==> src/verilog/ads_pkg.sv <==
// Constants shared by the converter DMA status block and its FIFO.
package ads_pkg;

  // Register addresses on the special function register port.
  localparam logic [7:0] CTRL_ADDR = 8'hD8;
  localparam logic [7:0] CFG_ADDR  = 8'hD9;

  // Reset values.
  localparam logic [7:0] CTRL_RST = 8'h00;
  localparam logic [7:0] CFG_RST  = 8'h00;

  // Writable bits of the configuration register; busy and reserved read.
  localparam logic [7:0] CFG_WMASK = 8'h8F;

  // Control register fields.
  localparam int CTL_EN   = 7;
  localparam int CTL_DONE = 6;
  localparam int CTL_MODE = 5;
  localparam int CTL_DE1  = 4;
  localparam int CTL_DE0  = 3;
  localparam int CTL_DOE  = 2;
  localparam int CTL_DO1  = 1;
  localparam int CTL_DO0  = 0;

  // Configuration register fields.
  localparam int CFG_HALT = 7;
  localparam int CFG_BUSY = 6;
  localparam int CFG_CIE  = 3;
  localparam int CFG_CI   = 2;
  localparam int CFG_EOE  = 1;
  localparam int CFG_EO   = 0;

  // Datapath sizes.
  localparam int DATA_W     = 16;
  localparam int COUNT_W    = 16;
  localparam int FIFO_DEPTH = 8;

endpackage
==> src/verilog/ads_fifo_if.sv <==
// Valid/ready carrier between the status block and its result FIFO.
`timescale 1ns/1ps
`default_nettype none
interface ads_fifo_if #(
  parameter int W = 17
);
  logic         inValid;
  logic         inReady;
  logic [W-1:0] inData;
  logic         outValid;
  logic         outReady;
  logic [W-1:0] outData;

  modport producer (output inValid, output inData, input inReady,
                    input outValid, input outData, output outReady);
  modport store    (input inValid, input inData, output inReady,
                    output outValid, output outData, input outReady);
endinterface
`default_nettype wire

==> src/verilog/ads_dma_status.sv <==
// Status, enable and halt logic of the converter-to-RAM DMA engine.
// Function
// - Converter-0 lost result sets sticky error flag.
// - Converter-1 buffer full sets sticky warning flag.
// - Repeat-overflow interrupt enable at configuration bit 3.
// - Repeat-overflow flag at configuration bit 2.
// - Second result while buffer waits flags warning; a third flags error.
// - One warning enable gates both warning interrupts.
// - Repeat overflow when counter reaches its limit.
`timescale 1ns/1ps
`default_nettype none
module ads_dma_status #(
  parameter int DW = ads_pkg::DATA_W,
  parameter int CW = ads_pkg::COUNT_W,
  parameter int FD = ads_pkg::FIFO_DEPTH
) (
  // Clock and reset
  input  wire logic          clk_sys,
  input  wire logic          arst_n,
  // Special function register port
  input  wire logic [7:0]    sfrAddr,
  input  wire logic [7:0]    sfrWrData,
  input  wire logic          sfrWrEn,
  input  wire logic          sfrRdEn,
  output logic [7:0]         sfrRdData,
  // Converter results
  input  wire logic          conv0Valid,
  input  wire logic [DW-1:0] conv0Data,
  input  wire logic          conv1Valid,
  input  wire logic [DW-1:0] conv1Data,
  // Sequencer events
  input  wire logic [CW-1:0] repeatCount,
  input  wire logic [CW-1:0] repeatLimit,
  input  wire logic          eopReached,
  input  wire logic          opsComplete,
  // Data RAM write stage
  output logic               ramWrValid,
  output logic [DW:0]        ramWrData,
  input  wire logic          ramWrReady,
  // Status
  output logic               dmaEnable,
  output logic               dmaMode,
  output logic               dmaIrq
);
  typedef struct packed {
    logic [7:0]         ctrl;
    logic [7:0]         cfg;
    logic [1:0]         bufFull;
    logic [1:0]         pendFull;
    logic [1:0][DW-1:0] bufData;
    logic [1:0][DW-1:0] pendData;
    logic               slotFull;
    logic               wrValid;
    logic [DW:0]        wrData;
    logic [7:0]         rdData;
    logic               irq;
    logic               rptHit;
  } ads_top_st_t;

  ads_top_st_t        st;
  ads_top_st_t        nxt_st;
  logic               ctrlWr;
  logic               cfgWr;
  logic               rptNow;
  logic [1:0]         freed;
  logic [1:0]         convIn;
  logic [1:0][DW-1:0] convData;

  ads_fifo_if #(.W(DW+1)) fif ();

  ads_fifo #(
    .W     (DW+1),
    .DEPTH (FD)
  ) u_fifo (
    .clk_sys (clk_sys),
    .arst_n  (arst_n),
    .fif     (fif.store)
  );

  function automatic logic addrHit(input logic [7:0] a,
                                   input logic [7:0] target);
    addrHit = (a == target);
  endfunction

  function automatic logic irqOf(input logic [7:0] c, input logic [7:0] f);
    irqOf = c[ads_pkg::CTL_DONE] | c[ads_pkg::CTL_DE1]
          | c[ads_pkg::CTL_DE0]
          | (c[ads_pkg::CTL_DOE]
             & (c[ads_pkg::CTL_DO1] | c[ads_pkg::CTL_DO0]))
          | (f[ads_pkg::CFG_CIE] & f[ads_pkg::CFG_CI])
          | (f[ads_pkg::CFG_EOE] & f[ads_pkg::CFG_EO]);
  endfunction

  // Conversion 0 is drained first; it cannot starve 1 for long since
  // each buffer holds one word and refills only at the converter rate.
  assign fif.inValid  = |st.bufFull;
  assign fif.inData   = st.bufFull[0] ? {1'b0, st.bufData[0]}
                                      : {1'b1, st.bufData[1]};
  assign fif.outReady = !st.slotFull || (st.wrValid && ramWrReady);

  always_comb
  begin
    nxt_st   = st;
    ctrlWr   = sfrWrEn && addrHit(sfrAddr, ads_pkg::CTRL_ADDR);
    cfgWr    = sfrWrEn && addrHit(sfrAddr, ads_pkg::CFG_ADDR);
    rptNow   = (repeatCount == repeatLimit);
    convIn   = {conv1Valid, conv0Valid} & {2{st.ctrl[ads_pkg::CTL_EN]}};
    convData = {conv1Data, conv0Data};
    freed    = '0;
    if (fif.inValid && fif.inReady)
    begin
      freed = st.bufFull[0] ? 2'b01 : 2'b10;
    end
    // Software writes first so that a hardware set in the same cycle wins.
    if (ctrlWr)
    begin
      nxt_st.ctrl = sfrWrData;
    end
    if (cfgWr)
    begin
      nxt_st.cfg = sfrWrData & ads_pkg::CFG_WMASK;
    end
    for (int k = 0; k < 2; k++)
    begin
      if (freed[k])
      begin
        nxt_st.bufFull[k]  = st.pendFull[k];
        nxt_st.bufData[k]  = st.pendData[k];
        nxt_st.pendFull[k] = 1'b0;
      end
      if (convIn[k])
      begin
        if (!nxt_st.bufFull[k])
        begin
          nxt_st.bufFull[k] = 1'b1;
          nxt_st.bufData[k] = convData[k];
        end
        else if (!nxt_st.pendFull[k])
        begin
          nxt_st.pendFull[k] = 1'b1;
          nxt_st.pendData[k] = convData[k];
          nxt_st.ctrl[k == 0 ? ads_pkg::CTL_DO0
                             : ads_pkg::CTL_DO1] = 1'b1;
        end
        else
        begin
          nxt_st.pendData[k] = convData[k];
          nxt_st.ctrl[k == 0 ? ads_pkg::CTL_DE0
                             : ads_pkg::CTL_DE1] = 1'b1;
        end
      end
    end
    nxt_st.rptHit = rptNow;
    if (rptNow && !st.rptHit)
    begin
      nxt_st.cfg[ads_pkg::CFG_CI] = 1'b1;
    end
    if (eopReached)
    begin
      nxt_st.cfg[ads_pkg::CFG_EO] = 1'b1;
    end
    if (opsComplete)
    begin
      nxt_st.ctrl[ads_pkg::CTL_DONE] = 1'b1;
    end
    if (st.wrValid && ramWrReady)
    begin
      nxt_st.slotFull = 1'b0;
    end
    if (fif.outValid && fif.outReady)
    begin
      nxt_st.slotFull = 1'b1;
      nxt_st.wrData   = fif.outData;
    end
    // A held word stays in the slot and is offered again after release.
    nxt_st.wrValid = nxt_st.slotFull && !nxt_st.cfg[ads_pkg::CFG_HALT];
    if (sfrRdEn)
    begin
      if (addrHit(sfrAddr, ads_pkg::CTRL_ADDR))
      begin
        nxt_st.rdData = st.ctrl;
      end
      else if (addrHit(sfrAddr, ads_pkg::CFG_ADDR))
      begin
        nxt_st.rdData = st.cfg;
        nxt_st.rdData[ads_pkg::CFG_BUSY] = st.slotFull;
      end
      else
      begin
        nxt_st.rdData = 8'h00;
      end
    end
    nxt_st.irq = irqOf(nxt_st.ctrl, nxt_st.cfg);
  end

  always_ff @(posedge clk_sys or negedge arst_n)
  begin
    if (!arst_n)
    begin
      st      <= '0;
      st.ctrl <= ads_pkg::CTRL_RST;
      st.cfg  <= ads_pkg::CFG_RST;
    end
    else
    begin
      st <= nxt_st;
    end
  end

  assign sfrRdData  = st.rdData;
  assign ramWrValid = st.wrValid;
  assign ramWrData  = st.wrData;
  assign dmaEnable  = st.ctrl[ads_pkg::CTL_EN];
  assign dmaMode    = st.ctrl[ads_pkg::CTL_MODE];
  assign dmaIrq     = st.irq;
endmodule
`default_nettype wire

==> src/verilog/ads_fifo.sv <==
// Result FIFO between the converter buffers and the RAM write stage.
`timescale 1ns/1ps
`default_nettype none
module ads_fifo #(
  parameter int W     = 17,
  parameter int DEPTH = 8
) (
  // Clock and reset
  input  wire logic clk_sys,
  input  wire logic arst_n,
  // Both sides
  ads_fifo_if.store fif
);
  localparam int PW = $clog2(DEPTH);
  localparam logic [PW:0] FULL_CNT = (PW+1)'(DEPTH);

  typedef struct packed {
    logic [PW-1:0] wp;
    logic [PW-1:0] rp;
    logic [PW:0]   cnt;
  } ads_fifo_st_t;

  ads_fifo_st_t st;
  ads_fifo_st_t nxt_st;
  logic [W-1:0] mem [DEPTH];
  logic         push;
  logic         pop;

  assign fif.inReady  = (st.cnt != FULL_CNT);
  assign fif.outValid = (st.cnt != '0);
  assign fif.outData  = mem[st.rp];

  always_comb
  begin
    push   = fif.inValid && fif.inReady;
    pop    = fif.outValid && fif.outReady;
    nxt_st = st;
    if (push)
    begin
      nxt_st.wp = st.wp + 1'b1;
    end
    if (pop)
    begin
      nxt_st.rp = st.rp + 1'b1;
    end
    if (push && !pop)
    begin
      nxt_st.cnt = st.cnt + 1'b1;
    end
    else if (pop && !push)
    begin
      nxt_st.cnt = st.cnt - 1'b1;
    end
  end

  always_ff @(posedge clk_sys or negedge arst_n)
  begin
    if (!arst_n)
    begin
      st <= '0;
    end
    else
    begin
      st <= nxt_st;
    end
  end

  // The storage has no reset; empty slots are never read out.
  always_ff @(posedge clk_sys)
  begin
    if (push)
    begin
      mem[st.wp] <= fif.inData;
    end
  end
endmodule
`default_nettype wire

==> config.mk <==
export PLATFORM = sky130hd
export DESIGN_NAME = ads_dma_status
export DESIGN_NICKNAME = d
export VERILOG_FILES = /design/src/verilog/ads_pkg.sv /design/src/verilog/ads_fifo_if.sv /design/src/verilog/ads_dma_status.sv /design/src/verilog/ads_fifo.sv
export SDC_FILE = /design/constraint.sdc
export NUM_CORES = 1
export LEC_CHECK = 0
export BUFFER_PORTS_ARGS = -buffer_cell sky130_fd_sc_hd__buf_2
export CORE_ASPECT_RATIO = 0.5
export CORE_UTILIZATION = 34
export CTS_BUF_LIST = sky130_fd_sc_hd__clkbuf_4
export DETAILED_ROUTE_END_ITERATION = 7
export HOLD_SLACK_MARGIN = 0.06
export SLEW_MARGIN = 20
export SYNTH_ARGS = -nofsm -noshare
export SYNTH_HDL_FRONTEND = slang
export SYNTH_SLANG_ARGS = --single-unit
==> constraint.sdc <==
create_clock -name clk_sys -period 3.2 [get_ports clk_sys]
set_clock_uncertainty 0.2 [all_clocks]
set_input_delay 0.64 -clock clk_sys [delete_from_list [all_inputs] [get_ports clk_sys]]
set_output_delay 0.64 -clock clk_sys [all_outputs]
set_load 0.005 [all_outputs]
==> reports/qor.csv <==
stage,metric,value,unit
run_status,status,"finished, final reports clean",
synth,Ys Warns,0,
clock_tree,Max H-tree Level,2,
pwr,P_int,6.87,mW
cells_and_area,Seq. cell area,7090,sq um
clock_tree,post-cts resize count,0,
timing,worst setup margin,0.399,ns
cells_and_area,Fill cells,2851,
pwr,Clk pwr share,0.271,
clock_tree,root buffer cell,clkbuf_4,
worst_hold_path,worst min-delay path class,in -> reg,
timing,period utilisation layout,0.875,
pwr,P per Cell Area,747,nW/um^2
critical_path,Crit. Startpoint,u_fifo.st[1],
cells_and_area,Final Util,0.425,
synth,cell count after synthesis,721,
synth,syn_nets,816,
cells_and_area,multi-input logic area,3360,sq um
critical_path,FF-to-FF Start,u_fifo.st[1],
critical_path,highest net fanout along the worst path,6,
synth,synthesis-stage register bit count,256,
synth,Post-synth ARST share,0.469,
synth,post-synth top area cell,edfxtp_1,
timing,fin crit period,2.80,ns
die,Die Area,32500,sq um
pwr,Sw Share,0.297,
die,top-level port count,118,
worst_hold_path,hold path cells,4,
global_routing,number of global-route vias before repair,6900,
detailed_routing,router iterations before antenna repair,5,
die,Initial Util,0.351,
die,Die Span X,254,microns
die,core area,30700,sq um
critical_path,crit-path cells,nor4b_2 > nor2_1 > buf_4 > ha_1 > inv_1 > ha_1 > a21o_1 > a21oi_1 > xnor2_1 > nor2_1 > xor2_1,
clock_tree,CTS tree,yes,
pwr,worst vdd ir,0.247,mV
synth,main area contributors after synthesis,"edfxtp_1 38%, dfrtp_1 28%, mux2_2 7.5%",
clock_tree,TritonCTS Buffers,60,
clock_tree,Worst-path clk slew,0.06,ns
global_routing,largest net degree at the start of global routing,44,
die,Rows,45,
timing,Max Transition Viols Final,0,
detailed_routing,initial drt markers,295,
pwr,Seq pwr share,0.463,
critical_path,Worst setup endpoint,u_fifo.st[3],
global_routing,antenna violations before repair,1,
synth,Syn Std Cell Area,10800,sq um
place,Port Buffers,117,
cells_and_area,layout net count,1006,
synth,Post-synth EDFFs,136,
detailed_routing,WL/cell,16.8,microns
synth,Mean Syn Cell Area,15.0,sq um
place,Placement Setup Slack,0.371,ns
pwr,Psw,2.90,mW
detailed_routing,detailed-route via count,6536,
synth,Synth top area share,0.379,
timing,Final TNS setup,0,ns
synth,Yosys cell types,47,
critical_path,CP Launch Type,register,
global_routing,total track usage,0.150,
synth,top-count cell post-synth,edfxtp_1,
timing,Tightest Pin Transition,0.852,ns
synth,sequential area share after synthesis,0.657,
die,height of the chip,128,microns
critical_path,CP required,3.54,ns
global_routing,first-pass GRT wire length,37400,microns
cells_and_area,share of cells above drive strength 1,0.370,
critical_path,Setup CP Type,reg -> reg,
clock_tree,worst-skew pair later-pin latency,0.66,ns
detailed_routing,Final ANT Viol Nets,0,
timing,final setup fails,0,
clock_tree,clk sink count,256,
cells_and_area,area grow syn2layout,21.2,%
run,max-cap violation count,0,
pwr,Gate power share,0.266,
timing,Final Hold Vio Count,0,
global_routing,total gr overflow,0,
detailed_routing,drt drc,0,
place,Detail Placement HPWL,15100,microns
pwr,Pleak,5.56,nW
critical_path,r2r setup slk,0.40,ns
synth,Post-synth top cells,"136 x edfxtp_1, 120 x dfrtp_1, 72 x mux2_2",
pwr,Power Total,9.77,mW
timing,Fmax,357,MHz
critical_path,Critical Path Sink Type,register,
clock_tree,CTS Buffer Depth,3,
place,RD Place Congestion,0.811,
critical_path,"Largest stage delay, worst path",0.48,ns
critical_path,Worst path slowest cell,nor4b_2,
critical_path,reg2reg end,u_fifo.st[3],
detailed_routing,via/cell ratio,4.72,
timing,RSZ-0062 raised after global routing,false,
critical_path,"Arr. time, crit path",3.14,ns
detailed_routing,Total Wirelength,23300,microns
critical_path,r2r worst-path depth,11,
synth,dominant synthesized flop cell,edfxtp_1,
timing,worst rel slew slack,0.432,
## cell families (layout without fill, tap and decap cells)
group                    Yosys count  count (layout)  synth area share
flip-flops                       256             256             0.657
AND/OR/NAND/NOR                  159             159            0.0669
multiplexers                     140             140             0.178
AO/OA/AOI/OAI                     68              68            0.0373
buffers and inverters             67             306            0.0333
XOR/XNOR                          25              25            0.0203
adder cells (fa/ha/maj)            6               6           0.00765
other                              0               1                 0
## power groups by stage
stage | clock [mW] | sequential, mW | combinational (mW)
6_report | 2.64 | 4.52 | 2.60
5_1_grt | 2.93 | 4.59 | 2.89
4_1_cts | 2.74 | 4.53 | 2.66
3_5_place_dp | 0 | 4.60 | 2.60
3_3_place_gp | 0 | 4.56 | 2.53
2_1_floorplan | 0 | 4.46 | 1.97
## worst max-delay path: cells and delay by family, from the launching register on
family / cells / cell delay (ns)
AOI/OAI and AO/OA: 2 / 0.36
xor gates and xnor gates: 2 / 0.27
adders and majority gates: 2 / 0.45
buffers and inverters: 2 / 0.29
DFF: 1 / 0.46
and+or+nand+nor: 3 / 0.63
## routing by layer
layer,up-vias,part of all wire,GRT usage
li1,3062,-,-
met1,3290,0.45,0.196
met2,153,0.49,0.251
met3,31,0.043,0.0294
met4,0,0.017,0.0507
met5,-,0,0
## area by class of cell
cell class | instances | share of cell area
sequential | 256 | 0.542
multi-input combinational | 398 | 0.257
timing repair buffer | 186 | 0.0959
clock buffer | 95 | 0.0546
tap | 423 | 0.0405
clock inverter | 16 | 0.00660
inverter | 9 | 0.00258
antenna | 1 | 0.000191
## stage by stage
| step | cells | cell area, sq um | hold slack, ns |
|---|---|---|---|
| final | 1384 | 13100 | 0.159 |
| after global routing | 1384 | 13100 | 0.148 |
| after CTS | 1383 | 13100 | 0.111 |
| after detailed placement | 1228 | 11800 | 0.278 |
| after global placement | 1228 | 11800 | 0.282 |
| after floorplan | 721 | 10800 | 0.144 |
## cells in the final DEF (no fill, tap or decap), drive strengths merged, types with 8 or more instances in the layout
cell type,Yosys,final
a21oi,45,45
dfrtp,120,120
edfxtp,136,136
buf,36,142
mux4,34,34
mux2i,34,34
mux2,72,72
inv,9,9
clkinv,0,15
dlygate4sd3,0,44
xor2,19,19
nand3,8,8
nor2,50,50
clkbuf,22,95
nand2,71,71
## what timing repair did
action,in CTS,in global routing
endpoints found under the hold margin,113,0
setup buffers,0,0
hold buffers,44,0
## state kept, by name, summed over array words and instances (netlist names)
signal	cells
u_fifo.st	10
sfrRdData	8
dmaEnable	1
ramWrData	17
ramWrValid	1
dmaMode	1
st	81
u_fifo.mem	136
dmaIrq	1
## how the worst min path moves through the flow
| stage | start | end | slack [ns] |
|---|---|---|---|
| global placement | st[0] | st[99] | 0.28 |
| detailed placement | st[0] | st[99] | 0.28 |
| floorplan | arst_n | dmaEnable | 0.14 |
| global route | sfrRdEn | sfrRdData[1] | 0.15 |
| finish | ramWrReady | st[28] | 0.16 |
| CTS | ramWrReady | st[28] | 0.11 |
Power figures use the tool's default switching activity.
